==> src/design/pb_port_b_defs.svh <==
/*
  Constants for the port B pin control block: register byte offsets,
  implemented-bit masks, field positions and reset values.
  Assumes inclusion by bare name from the change detector and port B design modules.
*/
`ifndef PB_PORT_B_DEFS_SVH
`define PB_PORT_B_DEFS_SVH

// ****************************************
// Register byte offsets
// ****************************************
`define PB_AXI_AW        8
`define PB_OFF_ANALOG    8'h00
`define PB_OFF_INTMAIN   8'h04
`define PB_OFF_INTSEC    8'h08
`define PB_OFF_INTTHIRD  8'h0c
`define PB_OFF_CHGEN     8'h10
`define PB_OFF_LATCH     8'h14
`define PB_OFF_LEVELS    8'h18
`define PB_OFF_SLEW      8'h1c
`define PB_OFF_DIR       8'h20
`define PB_OFF_PULLUP    8'h24
`define PB_OFF_FUSEREL   8'h28
`define PB_OFF_FUSEDBG   8'h2c
`define PB_OFF_IRQSTAT   8'h30
`define PB_OFF_IRQMASK   8'h34

// ****************************************
// Implemented-bit masks
// ****************************************
`define PB_MSK_ANALOG    8'h3f
`define PB_MSK_INTMAIN   8'hfe
`define PB_MSK_INTSEC    8'hf5
`define PB_MSK_INTTHIRD  8'hdb
`define PB_MSK_CHGEN     8'hf0
`define PB_MSK_SLEW_S    8'h07
`define PB_MSK_SLEW_L    8'h1f
`define PB_MSK_FUSEREL   8'hd3
`define PB_MSK_FUSEDBG   8'he1
`define PB_MSK_IRQ       8'h01

// ****************************************
// Field and pin positions
// ****************************************
`define PB_BIT_CHGIE     3
`define PB_BIT_CHGIF     0
`define PB_BIT_PUDIS     7
`define PB_BIT_SDOMUX    6
`define PB_BIT_T3MUX     4
`define PB_BIT_ANDEF     1
`define PB_BIT_CMP2MUX   0
`define PB_BIT_LVPEN     2
`define PB_PIN_SDO       3
`define PB_PIN_CMP2      3
`define PB_PIN_T3CLK     5
`define PB_PIN_PWM2      2
`define PB_PIN_PWM4      4
`define PB_IRQ_CHANGE    0

// ****************************************
// Reset values and responses
// ****************************************
`define PB_RST_ANALOG    8'h3f
`define PB_RST_DIR       8'hff
`define PB_RST_INTSEC    8'hf5
`define PB_RST_ZERO      8'h00
`define PB_RST_FUSEREL   8'hd3
`define PB_RST_FUSEDBG   8'h85
`define PB_RESP_OKAY     2'b00
`define PB_RESP_DECERR   2'b11

`endif

==> src/design/pb_pkg.sv <==
/*
  Types for the port B pin control block: bus channel state encodings.
  Assumes the constants header is on the include path.
*/
package pb_pkg;

  typedef enum logic [1:0] {
    PB_RD_IDLE = 2'b01,
    PB_RD_DATA = 2'b10
  } pb_rd_state_t;

  typedef enum logic [1:0] {
    PB_WR_IDLE = 2'b01,
    PB_WR_RESP = 2'b10
  } pb_wr_state_t;

endpackage

==> src/design/pb_pin_sync.sv <==
/*
  Three-stage synchroniser for asynchronous pin levels, one per bit.
  Assumes inputs come from outside the clk domain.
*/
`timescale 1ns/1ps
module pb_pin_sync
  import pb_pkg::*;
#(
  parameter int WIDTH = 8
)(
  input  wire logic             clk,
  input  wire logic             resetn,
  input  wire logic [WIDTH-1:0] asyncIn,
  output logic      [WIDTH-1:0] syncOut
);

  // ****************************************
  // Per-bit chain
  // ****************************************
  genvar i;
  generate
    for (i = 0; i < WIDTH; i++)
    begin : gBit
      logic stage1;
      logic stage2;
      logic stage3;
      always_ff @(posedge clk)
      begin
        if (!resetn)
        begin
          stage1     <= 1'b0;
          stage2     <= 1'b0;
          stage3     <= 1'b0;
          syncOut[i] <= 1'b0;
        end
        else
        begin
          stage1 <= asyncIn[i];
          stage2 <= stage1;
          stage3 <= stage2;
          // Accept only once two later stages agree
          if (stage2 == stage3)
            syncOut[i] <= stage3;
        end
      end
    end
  endgenerate

endmodule // pb_pin_sync

==> src/design/pb_change_detect.sv <==
/*
  Change detector for port B upper pins: holds the level seen at the last
  port access and flags any mismatch on enabled input pins.
  Assumes synchronised pin levels and single-cycle access pulses.
*/
`timescale 1ns/1ps
`include "pb_port_b_defs.svh"
module pb_change_detect
  import pb_pkg::*;
(
  input  wire logic       clk,
  input  wire logic       resetn,
  input  wire logic [7:0] pinLevel,
  input  wire logic [7:0] direction,
  input  wire logic [7:0] changeEnable,
  input  wire logic       portAccess,
  output logic            mismatch
);

  logic [7:0] lastRead;
  logic [7:0] differ;

  // ****************************************
  // Old value captured at each port access
  // ****************************************
  always_ff @(posedge clk)
  begin
    if (!resetn)
      lastRead <= `PB_RST_ZERO;
    else if (portAccess)
      lastRead <= pinLevel;
  end

  // ****************************************
  // Mismatch on enabled input pins only
  // ****************************************
  always_comb
  begin
    differ   = (pinLevel ^ lastRead) & changeEnable & `PB_MSK_CHGEN;
    differ   = differ & direction;
    mismatch = |differ;
  end

endmodule // pb_change_detect

==> src/design/pb_port_b.sv <==
/*
  Port B pin control: output latch, direction, analog gating of digital
  input, weak pull-ups, change detection on the upper four pins and fuse
  driven relocation of peripheral pin functions, behind an AXI4-Lite slave.
  Assumes pin inputs are asynchronous and peripheral signals share clk.
*/
// Local design decisions: the address map and the AXI4-Lite slave port.
`timescale 1ns/1ps
`include "pb_port_b_defs.svh"
module pb_port_b
  import pb_pkg::*;
#(
  parameter bit LARGE_PKG = 1'b0
)(
  input  wire logic                    clk,
  input  wire logic                    resetn,
  input  wire logic [`PB_AXI_AW-1:0]   awaddr,
  input  wire logic                    awvalid,
  output logic                         awready,
  input  wire logic [31:0]             wdata,
  input  wire logic [3:0]              wstrb,
  input  wire logic                    wvalid,
  output logic                         wready,
  output logic [1:0]                   bresp,
  output logic                         bvalid,
  input  wire logic                    bready,
  input  wire logic [`PB_AXI_AW-1:0]   araddr,
  input  wire logic                    arvalid,
  output logic                         arready,
  output logic [31:0]                  rdata,
  output logic [1:0]                   rresp,
  output logic                         rvalid,
  input  wire logic                    rready,
  input  wire logic [7:0]              pinIn,
  output logic      [7:0]              pinOut,
  output logic      [7:0]              pinOe,
  output logic      [7:0]              pullupOn,
  input  wire logic                    highVoltageMode,
  input  wire logic                    serialDataOutput,
  input  wire logic                    serialOutEnable,
  input  wire logic                    compare2Out,
  input  wire logic                    compare2OutEnable,
  input  wire logic                    pwmOut2,
  input  wire logic                    pwmOut2Enable,
  input  wire logic                    pwmOut4,
  input  wire logic                    pwmOut4Enable,
  output logic                         serialOutOnPortB,
  output logic                         timer3ClockOnPortB,
  output logic                         timer3ClockInput,
  output logic                         compare2OnPortB,
  output logic                         compare2CaptureInput,
  output logic                         pwmOnOtherPorts,
  output logic                         irq
);

  // ****************************************
  // Declarations
  // ****************************************
  pb_rd_state_t          rdState;
  pb_wr_state_t          wrState;
  logic                  awHeld;
  logic                  wHeld;
  logic [`PB_AXI_AW-1:0] wrAddr;
  logic [7:0]            wrData;
  logic                  wrLane;
  logic                  doWrite;
  logic                  wrMapped;
  logic                  rdMapped;
  logic [7:0]            rdValue;
  logic                  portRead;
  logic                  portWrite;

  logic [7:0] analogSel;
  logic [7:0] intMain;
  logic [7:0] intSecond;
  logic [7:0] intThird;
  logic [7:0] changeEn;
  logic [7:0] outLatch;
  logic [7:0] slewCtl;
  logic [7:0] direction;
  logic [7:0] pullupEn;
  logic [7:0] fuseReloc;
  logic [7:0] fuseDebug;
  logic [7:0] irqStatus;
  logic [7:0] irqMask;
  logic [7:0] slewMask;

  logic [7:0] pinLevel;
  logic [7:0] levelsRead;
  logic [0:0] hvSync;
  logic       mismatch;
  logic       changeFlagClear;
  logic [7:0] next_pinOut;
  logic [7:0] next_pullupOn;

  assign slewMask = LARGE_PKG ? `PB_MSK_SLEW_L : `PB_MSK_SLEW_S;

  // ****************************************
  // Pin and mode synchronisers
  // ****************************************
  pb_pin_sync #(.WIDTH(8)) uPinSync (
    .clk     (clk),
    .resetn  (resetn),
    .asyncIn (pinIn),
    .syncOut (pinLevel)
  );

  pb_pin_sync #(.WIDTH(1)) uHvSync (
    .clk     (clk),
    .resetn  (resetn),
    .asyncIn (highVoltageMode),
    .syncOut (hvSync)
  );

  // ****************************************
  // Write channel
  // ****************************************
  assign awready = !awHeld && (wrState == PB_WR_IDLE);
  assign wready  = !wHeld && (wrState == PB_WR_IDLE);
  assign doWrite = awHeld && wHeld && (wrState == PB_WR_IDLE);

  always_ff @(posedge clk)
  begin
    if (!resetn)
    begin
      wrState <= PB_WR_IDLE;
      awHeld  <= 1'b0;
      wHeld   <= 1'b0;
      wrAddr  <= '0;
      wrData  <= `PB_RST_ZERO;
      wrLane  <= 1'b0;
      bvalid  <= 1'b0;
      bresp   <= `PB_RESP_OKAY;
    end
    else
    begin
      case (wrState)
        PB_WR_IDLE:
        begin
          if (awvalid && awready)
          begin
            awHeld <= 1'b1;
            wrAddr <= awaddr;
          end
          if (wvalid && wready)
          begin
            wHeld  <= 1'b1;
            wrData <= wdata[7:0];
            wrLane <= wstrb[0];
          end
          if (doWrite)
          begin
            awHeld  <= 1'b0;
            wHeld   <= 1'b0;
            bvalid  <= 1'b1;
            bresp   <= wrMapped ? `PB_RESP_OKAY : `PB_RESP_DECERR;
            wrState <= PB_WR_RESP;
          end
        end
        PB_WR_RESP:
        begin
          if (bready)
          begin
            bvalid  <= 1'b0;
            wrState <= PB_WR_IDLE;
          end
        end
        default:
          wrState <= PB_WR_IDLE;
      endcase
    end
  end

  // ****************************************
  // Address decode
  // ****************************************
  function automatic logic isMapped(input logic [`PB_AXI_AW-1:0] a);
    case (a)
      `PB_OFF_ANALOG, `PB_OFF_INTMAIN, `PB_OFF_INTSEC, `PB_OFF_INTTHIRD,
      `PB_OFF_CHGEN, `PB_OFF_LATCH, `PB_OFF_LEVELS, `PB_OFF_SLEW,
      `PB_OFF_DIR, `PB_OFF_PULLUP, `PB_OFF_FUSEREL, `PB_OFF_FUSEDBG,
      `PB_OFF_IRQSTAT, `PB_OFF_IRQMASK:
        isMapped = 1'b1;
      default:
        isMapped = 1'b0;
    endcase
  endfunction

  assign wrMapped = isMapped(wrAddr);
  assign rdMapped = isMapped(araddr);

  function automatic logic hit(input logic [`PB_AXI_AW-1:0] off,
                               input logic                  go);
    hit = go && (off == wrAddr);
  endfunction

  // ****************************************
  // Configuration registers
  // ****************************************
  always_ff @(posedge clk)
  begin
    if (!resetn)
    begin
      analogSel <= `PB_RST_ANALOG;
      intMain   <= `PB_RST_ZERO;
      intSecond <= `PB_RST_INTSEC;
      intThird  <= `PB_RST_ZERO;
      changeEn  <= `PB_RST_ZERO;
      outLatch  <= `PB_RST_ZERO;
      slewCtl   <= `PB_RST_ZERO;
      direction <= `PB_RST_DIR;
      pullupEn  <= `PB_RST_ZERO;
      irqMask   <= `PB_RST_ZERO;
    end
    else if (doWrite && wrLane)
    begin
      if (hit(`PB_OFF_ANALOG, 1'b1))
        analogSel <= wrData & `PB_MSK_ANALOG;
      if (hit(`PB_OFF_INTMAIN, 1'b1))
        intMain <= wrData & `PB_MSK_INTMAIN;
      if (hit(`PB_OFF_INTSEC, 1'b1))
        intSecond <= wrData & `PB_MSK_INTSEC;
      if (hit(`PB_OFF_INTTHIRD, 1'b1))
        intThird <= wrData & `PB_MSK_INTTHIRD;
      if (hit(`PB_OFF_CHGEN, 1'b1))
        changeEn <= wrData & `PB_MSK_CHGEN;
      if (hit(`PB_OFF_LATCH, 1'b1) || hit(`PB_OFF_LEVELS, 1'b1))
        outLatch <= wrData;
      if (hit(`PB_OFF_SLEW, 1'b1))
        slewCtl <= wrData & slewMask;
      if (hit(`PB_OFF_DIR, 1'b1))
        direction <= wrData;
      if (hit(`PB_OFF_PULLUP, 1'b1))
        pullupEn <= wrData;
      if (hit(`PB_OFF_IRQMASK, 1'b1))
        irqMask <= wrData & `PB_MSK_IRQ;
    end
  end

  // ****************************************
  // Fuse registers
  // ****************************************
  always_ff @(posedge clk)
  begin
    if (!resetn)
    begin
      fuseReloc <= `PB_RST_FUSEREL;
      fuseDebug <= `PB_RST_FUSEDBG;
    end
    else if (doWrite && wrLane)
    begin
      if (hit(`PB_OFF_FUSEREL, 1'b1))
        fuseReloc <= wrData & `PB_MSK_FUSEREL;
      if (hit(`PB_OFF_FUSEDBG, 1'b1))
      begin
        fuseDebug <= (wrData & `PB_MSK_FUSEDBG)
                   | (fuseDebug & ~`PB_MSK_FUSEDBG & ~(8'h01 << `PB_BIT_LVPEN));
        // Enable bit only moves while in high-voltage mode
        if (hvSync[0])
          fuseDebug[`PB_BIT_LVPEN] <= wrData[`PB_BIT_LVPEN];
        else
          fuseDebug[`PB_BIT_LVPEN] <= fuseDebug[`PB_BIT_LVPEN];
      end
    end
  end

  // ****************************************
  // Change detect and sticky flag
  // ****************************************
  assign portRead  = arvalid && arready && (araddr == `PB_OFF_LEVELS);
  assign portWrite = doWrite && (wrAddr == `PB_OFF_LEVELS);

  pb_change_detect uChange (
    .clk          (clk),
    .resetn       (resetn),
    .pinLevel     (levelsRead),
    .direction    (direction),
    .changeEnable (changeEn),
    .portAccess   (portRead || portWrite),
    .mismatch     (mismatch)
  );

  // Clear by W1C on status, or by writing zero to the flag bit
  assign changeFlagClear =
      (doWrite && wrLane && (wrAddr == `PB_OFF_IRQSTAT) && wrData[`PB_IRQ_CHANGE])
   || (doWrite && wrLane && (wrAddr == `PB_OFF_INTMAIN) && !wrData[`PB_BIT_CHGIF]);

  always_ff @(posedge clk)
  begin
    if (!resetn)
      irqStatus <= `PB_RST_ZERO;
    else if (mismatch)
      irqStatus[`PB_IRQ_CHANGE] <= 1'b1;
    else if (changeFlagClear)
      irqStatus[`PB_IRQ_CHANGE] <= 1'b0;
  end

  always_ff @(posedge clk)
  begin
    if (!resetn)
      irq <= 1'b0;
    else
      irq <= |(irqStatus & irqMask) && intMain[`PB_BIT_CHGIE];
  end

  // ****************************************
  // Read channel
  // ****************************************
  assign arready = (rdState == PB_RD_IDLE);

  always_comb
  begin
    case (araddr)
      `PB_OFF_ANALOG:   rdValue = analogSel;
      `PB_OFF_INTMAIN:  rdValue = intMain | irqStatus;
      `PB_OFF_INTSEC:   rdValue = intSecond;
      `PB_OFF_INTTHIRD: rdValue = intThird;
      `PB_OFF_CHGEN:    rdValue = changeEn;
      `PB_OFF_LATCH:    rdValue = outLatch;
      `PB_OFF_LEVELS:   rdValue = levelsRead;
      `PB_OFF_SLEW:     rdValue = slewCtl;
      `PB_OFF_DIR:      rdValue = direction;
      `PB_OFF_PULLUP:   rdValue = pullupEn;
      `PB_OFF_FUSEREL:  rdValue = fuseReloc;
      `PB_OFF_FUSEDBG:  rdValue = fuseDebug;
      `PB_OFF_IRQSTAT:  rdValue = irqStatus;
      `PB_OFF_IRQMASK:  rdValue = irqMask;
      default:          rdValue = `PB_RST_ZERO;
    endcase
  end

  always_ff @(posedge clk)
  begin
    if (!resetn)
    begin
      rdState <= PB_RD_IDLE;
      rvalid  <= 1'b0;
      rdata   <= '0;
      rresp   <= `PB_RESP_OKAY;
    end
    else
    begin
      case (rdState)
        PB_RD_IDLE:
        begin
          if (arvalid)
          begin
            rvalid  <= 1'b1;
            rdata   <= {24'h000000, rdValue};
            rresp   <= rdMapped ? `PB_RESP_OKAY : `PB_RESP_DECERR;
            rdState <= PB_RD_DATA;
          end
        end
        PB_RD_DATA:
        begin
          if (rready)
          begin
            rvalid  <= 1'b0;
            rdState <= PB_RD_IDLE;
          end
        end
        default:
          rdState <= PB_RD_IDLE;
      endcase
    end
  end

  // ****************************************
  // Pin datapath
  // ****************************************
  // Digital input is blanked for analog-selected input pins
  assign levelsRead = pinLevel & ~(analogSel & direction);

  always_comb
  begin
    next_pinOut = outLatch;
    if (!LARGE_PKG && pwmOut2Enable)
      next_pinOut[`PB_PIN_PWM2] = pwmOut2;
    if (!LARGE_PKG && pwmOut4Enable)
      next_pinOut[`PB_PIN_PWM4] = pwmOut4;
    if (!fuseReloc[`PB_BIT_CMP2MUX] && compare2OutEnable)
      next_pinOut[`PB_PIN_CMP2] = compare2Out;
    if (fuseReloc[`PB_BIT_SDOMUX] && serialOutEnable)
      next_pinOut[`PB_PIN_SDO] = serialDataOutput;
    next_pullupOn = pullupEn & direction;
    if (intSecond[`PB_BIT_PUDIS])
      next_pullupOn = `PB_RST_ZERO;
  end

  always_ff @(posedge clk)
  begin
    if (!resetn)
    begin
      pinOut   <= `PB_RST_ZERO;
      pinOe    <= `PB_RST_ZERO;
      pullupOn <= `PB_RST_ZERO;
    end
    else
    begin
      pinOut   <= next_pinOut;
      pinOe    <= ~direction;
      pullupOn <= next_pullupOn;
    end
  end

  // ****************************************
  // Peripheral routing
  // ****************************************
  always_ff @(posedge clk)
  begin
    if (!resetn)
    begin
      serialOutOnPortB     <= 1'b0;
      timer3ClockOnPortB   <= 1'b0;
      timer3ClockInput     <= 1'b0;
      compare2OnPortB      <= 1'b0;
      compare2CaptureInput <= 1'b0;
      pwmOnOtherPorts      <= 1'b0;
    end
    else
    begin
      serialOutOnPortB     <= fuseReloc[`PB_BIT_SDOMUX];
      timer3ClockOnPortB   <= !fuseReloc[`PB_BIT_T3MUX];
      timer3ClockInput     <= !fuseReloc[`PB_BIT_T3MUX]
                              && levelsRead[`PB_PIN_T3CLK];
      compare2OnPortB      <= !fuseReloc[`PB_BIT_CMP2MUX];
      compare2CaptureInput <= !fuseReloc[`PB_BIT_CMP2MUX]
                              && levelsRead[`PB_PIN_CMP2];
      pwmOnOtherPorts      <= LARGE_PKG;
    end
  end

endmodule // pb_port_b

==> config.mk <==
export PLATFORM = sky130hd
export DESIGN_NAME = pb_port_b
export DESIGN_NICKNAME = d
export VERILOG_FILES = /design/src/design/pb_pkg.sv /design/src/design/pb_pin_sync.sv /design/src/design/pb_change_detect.sv /design/src/design/pb_port_b.sv
export VERILOG_INCLUDE_DIRS = /design/src /design/src/design
export SDC_FILE = /design/constraint.sdc
export NUM_CORES = 1
export LEC_CHECK = 0
export BUFFER_PORTS_ARGS = -buffer_cell sky130_fd_sc_hd__buf_4
export CORE_MARGIN = 2
export CORE_UTILIZATION = 35
export DETAILED_ROUTE_END_ITERATION = 10
export GPL_ROUTABILITY_DRIVEN = 0
export GPL_TIMING_DRIVEN = 0
export HOLD_SLACK_MARGIN = 0.02
export SYNTH_ARGS = -nofsm -noshare
export SYNTH_HDL_FRONTEND = slang
export SYNTH_SLANG_ARGS = --single-unit
==> constraint.sdc <==
create_clock -name clk -period 1.9 [get_ports clk]
set_input_delay 0.095 -clock clk [delete_from_list [all_inputs] [get_ports clk]]
set_output_delay 0.095 -clock clk [all_outputs]
set_load 0.05 [all_outputs]
==> flow_summary.json, run 1 <==
{
  "cts_sinks": 174,
  "final_common_cell": "dfxtp_1",
  "timing.hold.ws_ps": 83.84,
  "synthFlopType": "dfxtp_1",
  "globalRouteMet1Util": 0.2715,
  "final_cell_mix": "dfxtp_1, buf_4, nand2_1",
  "leakagePower_uw": 0.004155,
  "finalSetupViolations": 0,
  "ys_warn_count": 0,
  "fin_area_sq_mm": 0.009483,
  "initial_core_util": 0.3576,
  "htree_levels": 4,
  "grt_first_pass_wirelength_um": 33440,
  "hold_viol": 0,
  "totalWireLength_um": 22230,
  "vdd_drop_max_mv": 0.5571,
  "dp_hpwl_um": 15810,
  "fin_cells": 1221,
  "num_io_pins": 148,
  "clk_latency_ps": 430,
  "diodes": 0,
  "period_share": 0.9517,
  "async_flop_share": 0,
  "slew_headroom": 0.1337,
  "cts_buffers": 17,
  "dpl_cell_area_sq_mm": 0.008361,
  "fp.dieW_um": 148.0,
  "status": "completed",
  "grt_pass1_vias": 5758,
  "grt_max_degree": 17,
  "cts_root_buf": "clkbuf_16",
  "drv_cap": 0,
  "drcViolationCount": 0,
  "dr_total_vias": 6279,
  "period_minus_slack_ps": 1808,
  "cts_tree": "built",
  "ys_seq_area_frac": 0.4798,
  "drt-initial-drc-count": 407,
  "die_h_um": 148.0,
  "coreArea_sq_mm": 0.02030,
  "ant_nets": 0,
  "first_pass_iters": 8,
  "grtUsageMet2": 0.3162,
  "grt-busiest-layer": "met2",
  "dp.cells": 1148,
  "layout-drive-gt1-share": 0.2156,
  "tightest_slew_ps": 1281,
  "max-clock-path-buffers": 2,
  "ys_ff_latch": 174,
  "avgSynthCellArea_sq_um": 9.489,
  "fin_util": 0.4671,
  "groute.usage.overall": 0.2021,
  "path_class": "flip-flop to flip-flop",
  "crit_path_end_kind": "flip-flop",
  "pwr_density_cell_mw_per_mm2": 869.2,
  "clock_skew_ps": 11.51,
  "fmaxAchievable_mhz": 553.0,
  "hold_class": "input port to flip-flop",
  "vias_per_cell": 5.143,
  "dieArea_sq_mm": 0.02191,
  "slew_violations": 0,
  "fin_nets": 1014,
  "syn-instance-count": 765,
  "grt-ovfl-total": 0,
  "met3_usage": 0.04352,
  "rsz0062_at_grt": "false",
  "arrival_ps": 2170,
  "syn-cell-area_sq_mm": 0.007259,
  "path_clk_slew_ps": 70,
  "tns_ps": 0,
  "row_count": 52,
  "cp_max_fo": 10,
  "synth_edf_count": 0,
  "antenna_found_initial": 0,
  "cp.required_ps": 2270,
  "avgRoutedWirePerCell_um": 18.21,
  "synth.distinct_cells": 65,
  "startpoint_type": "flip-flop",
  "area_growth_syn_to_layout_pct": 30.63,
  "portBuffers": 89
}
-- per-stage QoR --
stage               setup slack, ps  total power, uW
finish                        91.69             8243
global route                  3.094             8520
CTS                          -130.5             8249
detailed placement           -301.8             4704
global placement             -325.5             4699
floorplan                     103.8             4430
-- worst max-delay path: stages, from the launching register on --
cell and delay (ps):
dfxtp_1 420, nor4b_4 460, and3_1 370, buf_4 230, nand3_1 100, a21oi_1 150
-- path summary, 6_finish.rpt --
kind,startpoint,to,slack (ps),cells after the start
max,wrAddr[7]$_SDFFE_PN0N_,outLatch[6]$_SDFFE_PN0P_,90,5
min,compare2Out,pinOut[3]$_SDFF_PN0_,80,3
max reg2reg,wrAddr[7]$_SDFFE_PN0N_,outLatch[6]$_SDFFE_PN0P_,90,5
min reg2reg,uPinSync.gBit[2].stage1$_SDFF_PN0_,uPinSync.gBit[2].stage2$_SDFF_PN0_,430,1
-- per-layer routing --
layer	part of all wire	vias up
met1	0.44	2955
met3	0.067	44
met5	0	-
li1	-	3020
met4	0.030	0
met2	0.46	260
-- cells in the mapped netlist (7+ instances only) --
cell type / n / area (sq um)
nand4_1: 7 / 43.79
o21ai_0: 35 / 175.2
and3_1: 13 / 81.33
and2_1: 37 / 231.5
a311oi_1: 7 / 61.31
nand2_1: 76 / 285.3
nand3_1: 26 / 130.1
and3b_1: 9 / 78.83
buf_4: 29 / 217.7
mux2i_1: 68 / 680.7
a21oi_1: 47 / 235.2
inv_1: 7 / 26.28
buf_2: 11 / 55.05
o211ai_1: 7 / 52.55
clkbuf_1: 33 / 123.9
dfxtp_1: 174 / 3483
nor2_1: 57 / 214.0
nand3b_1: 7 / 52.55
-- area by class of cell --
class / instances / area, sq um
Fill cell: 1993 / 10820
Multi-Input combinational cell: 529 / 3533
Sequential cell: 174 / 3486
Timing Repair Buffer: 132 / 1079
Clock buffer: 21 / 460.4
Buffer: 77 / 429.2
Tap cell: 270 / 337.8
Clock inverter: 11 / 131.4
Inverter: 7 / 26.28
-- cells by family (layout without fill, tap and decap cells) --
kind of cell	after synthesis	count (layout)	share of synthesized area
multiplexers	71	71	0.1020
buffers and inverters	86	248	0.06239
AND/OR/NAND/NOR	289	289	0.2265
flip-flops	174	174	0.4798
other	1	25	0.0005166
AO/OA/AOI/OAI	139	139	0.1227
XOR/XNOR	5	5	0.006032
-- repair_timing --
item                                   CTS  global route
setup endpoints to repair               66            69
endpoints found under the hold margin   33             1
cloned                                   0             0
gates resized for setup                  5            23
pin swaps                                4             1
hold buffers                            35             1
buffers inserted                         4             4
-- registers in the layout, summed over array words and instances, names as in the netlist, 3 cells and up, named ones only --
signal	cells
rdata	8
uChange.lastRead	4
uPinSync.gBit.stage1	8
intThird	6
slewCtl	3
wrAddr	8
intSecond	6
pinOe	8
uPinSync.gBit.stage3	8
pinOut	8
analogSel	6
uPinSync.gBit.stage2	8
pullupEn	8
wrData	8
direction	8
outLatch	8
fuseDebug	5
intMain	7
uPinSync.syncOut	8
pullupOn	8
fuseReloc	5
changeEn	4
-- power by group --
group,switching [uW],internal [uW],leakage (uW)
Combinational,603,355,0.00246
Sequential,68.9,3720,0.00141
Clock,1470,2020,0.000281
No activity file was read; power rests on OpenSTA's default activity.
==> run 2, diff against run 1 <==
--- a/config.mk
+++ b/config.mk
@@ -13,6 +13,7 @@
 export GPL_ROUTABILITY_DRIVEN = 0
 export GPL_TIMING_DRIVEN = 0
 export HOLD_SLACK_MARGIN = 0.02
+export RECOVER_POWER = 25
 export SYNTH_ARGS = -nofsm -noshare
 export SYNTH_HDL_FRONTEND = slang
 export SYNTH_SLANG_ARGS = --single-unit
==> run 2 against run 1 <==
Against the previous run:
- setup slack improved by 9.8 ps
- count of clock-buffer cells in the layout did not move
- core utilization fell by 0.35 points
- clock skew barely moved
- flip-flop and latch count unchanged
- combinational power about the same
- clock power hardly changed
- via count is 0.41% higher
- critical path type unchanged
- largest cell class unchanged
- sequential share of layout area up 0.28 points
- first-iteration DRC count rose by 18%
==> flow_summary.json, run 2 (synthesized netlist as in run 1, its figures left out) <==
{
  "fp.dieW_um": 148.0,
  "cts_root_buf": "clkbuf_16",
  "fin_area_sq_mm": 0.009412,
  "grt_first_pass_wirelength_um": 33440,
  "first_pass_iters": 5,
  "die_h_um": 148.0,
  "grt_pass1_vias": 5758,
  "period_share": 0.9466,
  "rsz0062_at_grt": "false",
  "coreArea_sq_mm": 0.02030,
  "hp-start": "compare2Out",
  "portBuffers": 89,
  "ant_nets": 0,
  "status": "completed",
  "avgRoutedWirePerCell_um": 18.27,
  "htree_levels": 4,
  "worstPathCellList": "nor4b_4 -> and3_1 -> buf_4 -> nand3_1 -> a21oi_1",
  "pwr_density_cell_mw_per_mm2": 876.7,
  "reg2reg_to": "outLatch[6]$_SDFFE_PN0P_",
  "drcViolationCount": 0,
  "power_uw": 8251,
  "hold_viol": 0,
  "final_common_cell": "dfxtp_1",
  "initial_core_util": 0.3576,
  "path_clk_slew_ps": 70,
  "path_class": "flip-flop to flip-flop",
  "row_count": 52,
  "max-clock-path-buffers": 2,
  "nFillCells": 2022,
  "r2r_cells": 5,
  "cts_buffers": 17,
  "cts_sinks": 174,
  "dieArea_sq_mm": 0.02191,
  "clock_skew_ps": 11.65,
  "crit_path_end_kind": "flip-flop",
  "totalWireLength_um": 22310,
  "dp.cells": 1148,
  "period_minus_slack_ps": 1798,
  "dpl_cell_area_sq_mm": 0.008361,
  "startpoint_type": "flip-flop",
  "dp_hpwl_um": 15810,
  "diodes": 0,
  "slew_headroom": 0.1471,
  "grt-ovfl-total": 0,
  "num_io_pins": 148,
  "fin_cells": 1221,
  "fin_nets": 1014,
  "fmaxAchievable_mhz": 556.0,
  "drv_cap": 0,
  "min_path_cells": 3,
  "finalSetupViolations": 0,
  "antenna_found_initial": 0,
  "r2r-start": "wrAddr[7]$_SDFFE_PN0N_",
  "cp_slowest_stage_delay_ps": 460,
  "slew_violations": 0,
  "groute.usage.overall": 0.2021,
  "cp_max_fo": 10,
  "drt-initial-drc-count": 479,
  "area_growth_syn_to_layout_pct": 29.65,
  "cp.required_ps": 2270,
  "tightest_slew_ps": 1262,
  "grt_max_degree": 17,
  "clk_latency_ps": 430,
  "leakagePower_uw": 0.004063,
  "vias_per_cell": 5.164,
  "arrival_ps": 2160,
  "hold_class": "input port to flip-flop",
  "min_to": "pinOut[3]$_SDFF_PN0_",
  "final_cell_mix": "dfxtp_1, buf_4, nand2_1",
  "dr_total_vias": 6305,
  "vdd_drop_max_mv": 0.5556,
  "r2r_slack_ps": 100,
  "cts_tree": "built",
  "cpMaxStageDelayCell": "nor4b_4",
  "layout-drive-gt1-share": 0.1956
}
-- run 2: repair_timing --
action	CTS	global route
setup buffers	4	4
resized for setup	5	23
hold buffers	35	1
hold endpoints to repair	33	1
pin swaps	4	1
endpoints found under the setup margin	66	69
-- run 2: worst max-delay path: cells and delay by family, from the launching register on --
family          cells  cell delay [ps]
simple gates        3              920
flops               1              420
compound gates      1              150
buf+inv             1              230
-- run 2: cell type report --
type | instances | area [sq um] | area share
inverter | 7 | 26.28 | 0.002792
tap | 270 | 337.8 | 0.03589
buffer | 77 | 429.2 | 0.04560
multi-input combinational | 529 | 3533 | 0.3754
sequential | 174 | 3486 | 0.3704
timing repair buffer | 132 | 1007 | 0.1070
clock buffer | 21 | 460.4 | 0.04892
clock inverter | 11 | 131.4 | 0.01396
-- run 2: where the power goes --
group	switching (uW)	internal (uW)	total (uW)
Combinational	605	351	956
Sequential	69.2	3720	3790
Clock	1480	2020	3500
Total	2160	6090	8250
-- run 2: worst max path at each step --
stage	from	endpoint	slack, ps	depth (start not counted)
2_1_floorplan	wrState[0]$_SDFFE_PN1P_	wrData[6]$_SDFFE_PN0P_	100	5
3_3_place_gp	wrAddr[3]$_SDFFE_PN0N_	intSecond[5]$_SDFFE_PN1P_	-330	4
3_5_place_dp	wrAddr[0]$_SDFFE_PN0N_	direction[6]$_SDFFE_PN1P_	-300	4
4_1_cts	wrState[1]$_SDFFE_PN0P_	intMain[1]$_SDFFE_PN0P_	-130	6
5_1_grt	direction[5]$_SDFFE_PN1P_	rdata[5]$_SDFFE_PN0P_	3	4
6_report	wrAddr[7]$_SDFFE_PN0N_	outLatch[6]$_SDFFE_PN0P_	100	5
-- run 2: routing by layer --
layer | vias to the layer above | GRT usage | part of all wire
met4 | 0 | 0.08238 | 0.031
met2 | 267 | 0.3162 | 0.46
met1 | 2973 | 0.2715 | 0.45
li1 | 3020 | - | -
met5 | - | 0 | 0
met3 | 45 | 0.04352 | 0.062
-- run 2: stage by stage --
| step | hold slack, ps | utilization | setup WS [ps] | setup TNS (ps) |
|---|---|---|---|---|
| 2_1_floorplan | 222.3 | - | 103.8 | 0 |
| 3_3_place_gp | 305.6 | 0.4119 | -325.5 | -9237 |
| 3_5_place_dp | 305.3 | 0.4119 | -301.8 | -8888 |
| 5_1_grt | 119.5 | 0.4636 | 3.094 | 0 |
| 4_1_cts | 98.58 | 0.4613 | -130.5 | -2609 |
| 6_report | 82.75 | 0.4636 | 101.5 | 0 |
==> run 3, diff against run 2 <==
--- a/config.mk
+++ b/config.mk
@@ -9,6 +9,7 @@
 export BUFFER_PORTS_ARGS = -buffer_cell sky130_fd_sc_hd__buf_4
 export CORE_MARGIN = 2
 export CORE_UTILIZATION = 35
+export CTS_BUF_LIST = sky130_fd_sc_hd__clkbuf_2 sky130_fd_sc_hd__clkbuf_4 sky130_fd_sc_hd__clkbuf_8
 export DETAILED_ROUTE_END_ITERATION = 10
 export GPL_ROUTABILITY_DRIVEN = 0
 export GPL_TIMING_DRIVEN = 0
==> run 3 against run 2 <==
Against the previous run:
- cell count about the same
- routed wire length up 0.40%
- register-to-register slack worse by 20 ps
- setup slack worse by 24 ps
- core utilization down 0.94 points
- power down 10%
- combinational power down 0.7%
- maximum frequency down 1.3%
- flip-flop and latch count unchanged
- die area unchanged
- critical path depth unchanged
- count of clock-buffer cells in the layout unchanged
- largest power group unchanged
- highest routed layer unchanged
==> flow_summary.json, run 3 (synthesized netlist as in run 1, its figures left out) <==
{
  "row_count": 52,
  "grt_pass1_vias": 5735,
  "dp.cells": 1148,
  "r2r_cells": 5,
  "path_class": "flip-flop to flip-flop",
  "area_growth_syn_to_layout_pct": 27.03,
  "worstPathCellList": "nor4bb_1 -> clkbuf_2 -> and4_1 -> mux2i_1 -> nor2_1",
  "crit_cells": 5,
  "grt-ovfl-total": 0,
  "ant_nets": 0,
  "grt_first_pass_wirelength_um": 33690,
  "finalSetupViolations": 0,
  "drcViolationCount": 0,
  "diodes": 0,
  "fin_cells": 1220,
  "fp.dieW_um": 148.0,
  "antenna_found_initial": 0,
  "cp_max_fo": 7,
  "drt-initial-drc-count": 464,
  "vdd_drop_max_mv": 0.3919,
  "clock_skew_ps": 18.09,
  "period_share": 0.9591,
  "drv_cap": 0,
  "status": "completed",
  "timing.hold.ws_ps": 34.62,
  "fin_nets": 1013,
  "cp_slowest_stage_delay_ps": 510,
  "grt_max_degree": 17,
  "cp-endpoint": "fuseDebug[5]$_SDFFE_PN0P_",
  "cts_root_buf": "clkbuf_8",
  "slew_headroom": 0.09627,
  "cts_tree": "built",
  "dieArea_sq_mm": 0.02191,
  "startpoint_type": "flip-flop",
  "pwr_density_cell_mw_per_mm2": 804.5,
  "first_pass_iters": 7,
  "tns_ps": 0,
  "reg2reg_to": "fuseDebug[5]$_SDFFE_PN0P_",
  "arrival_ps": 2160,
  "crit_path_end_kind": "flip-flop",
  "fmaxAchievable_mhz": 548.8,
  "dr_total_vias": 6271,
  "final_cell_mix": "dfxtp_1, buf_4, nand2_1",
  "slew_violations": 0,
  "crit_start": "wrAddr[2]$_SDFFE_PN0N_",
  "clk_latency_ps": 490,
  "initial_core_util": 0.3576,
  "worst-path-buf-inv": 1,
  "groute.usage.overall": 0.2037,
  "r2r-start": "wrAddr[2]$_SDFFE_PN0N_",
  "layout-drive-gt1-share": 0.1979,
  "dp_hpwl_um": 15810,
  "portBuffers": 89,
  "cts_sinks": 174,
  "max-clock-path-buffers": 2,
  "avgRoutedWirePerCell_um": 18.36,
  "r2r_slack_ps": 80,
  "path_clk_slew_ps": 100,
  "cp.required_ps": 2240,
  "cts_buffers": 17,
  "tightest_slew_ps": 1337,
  "htree_levels": 4,
  "hold_class": "input port to flip-flop",
  "cpMaxStageDelayCell": "dfxtp_1",
  "period_minus_slack_ps": 1822,
  "die_h_um": 148.0,
  "coreArea_sq_mm": 0.02030,
  "vias_per_cell": 5.140,
  "fin_util": 0.4543,
  "final_common_cell": "dfxtp_1",
  "totalWireLength_um": 22400,
  "leakagePower_uw": 0.003977,
  "num_io_pins": 148,
  "hold_viol": 0,
  "path_delay_family": "simple AND/OR/NAND/NOR gates"
}
==> run 3: metrics by stage <==
step | total power [uW] | cell area, sq um | setup WS [ps]
floorplan | 4430 | 7355 | 103.8
global placement | 4699 | 8361 | -325.5
detailed placement | 4704 | 8361 | -301.8
CTS | 7412 | 9173 | -115.7
global route | 7665 | 9221 | -10.19
finish | 7419 | 9221 | 77.75
==> run 3: what timing repair did <==
item,in CTS,in global routing
setup endpoints to repair,63,68
resized for setup,4,25
hold buffers,35,1
setup buffers,4,3
pin swaps,2,2
endpoints found under the hold margin,36,1
==> run 3: metal layers <==
metal  part of all wire  GRT usage
met2               0.46     0.3213
met4              0.030    0.08000
met3              0.061    0.03611
met5                  0          0
met1               0.45     0.2776
==> run 3: cell type report <==
| cell class | instances | area [sq um] |
|---|---|---|
| plain buffers | 77 | 429.2 |
| clock buffers | 21 | 276.5 |
| clock inverters | 11 | 131.4 |
| fillers | 2056 | 11080 |
| inverters | 7 | 26.28 |
| multi-input cells | 529 | 3535 |
| flip-flops and latches | 174 | 3486 |
| well taps | 270 | 337.8 |
| repair buffers | 131 | 999.7 |
==> run 3: worst min path at each step <==
stage	startpoint	endpoint	cells after the start
after floorplan	highVoltageMode	uHvSync.gBit[0].stage1$_SDFF_PN0_	1
after global placement	pinIn[1]	uPinSync.gBit[1].stage1$_SDFF_PN0_	2
after detailed placement	pinIn[4]	uPinSync.gBit[4].stage1$_SDFF_PN0_	2
after CTS	arvalid	rvalid$_SDFFE_PN0P_	4
after global routing	arvalid	rvalid$_SDFFE_PN0P_	4
final	compare2Out	pinOut[3]$_SDFF_PN0_	3
==> run 3: worst min-delay path, cell delays in order <==
cell      delay, ps
buf_4            80
mux2i_1          80
a211oi_2        220
==> run 3: power by group <==
| group | internal, uW | leakage [uW] | total (uW) | switching [uW] |
|---|---|---|---|---|
| clock network | 1280 | 0.000200 | 2680 | 1400 |
| registers | 3720 | 0.00141 | 3790 | 70.5 |
| logic | 347 | 0.00236 | 949 | 603 |
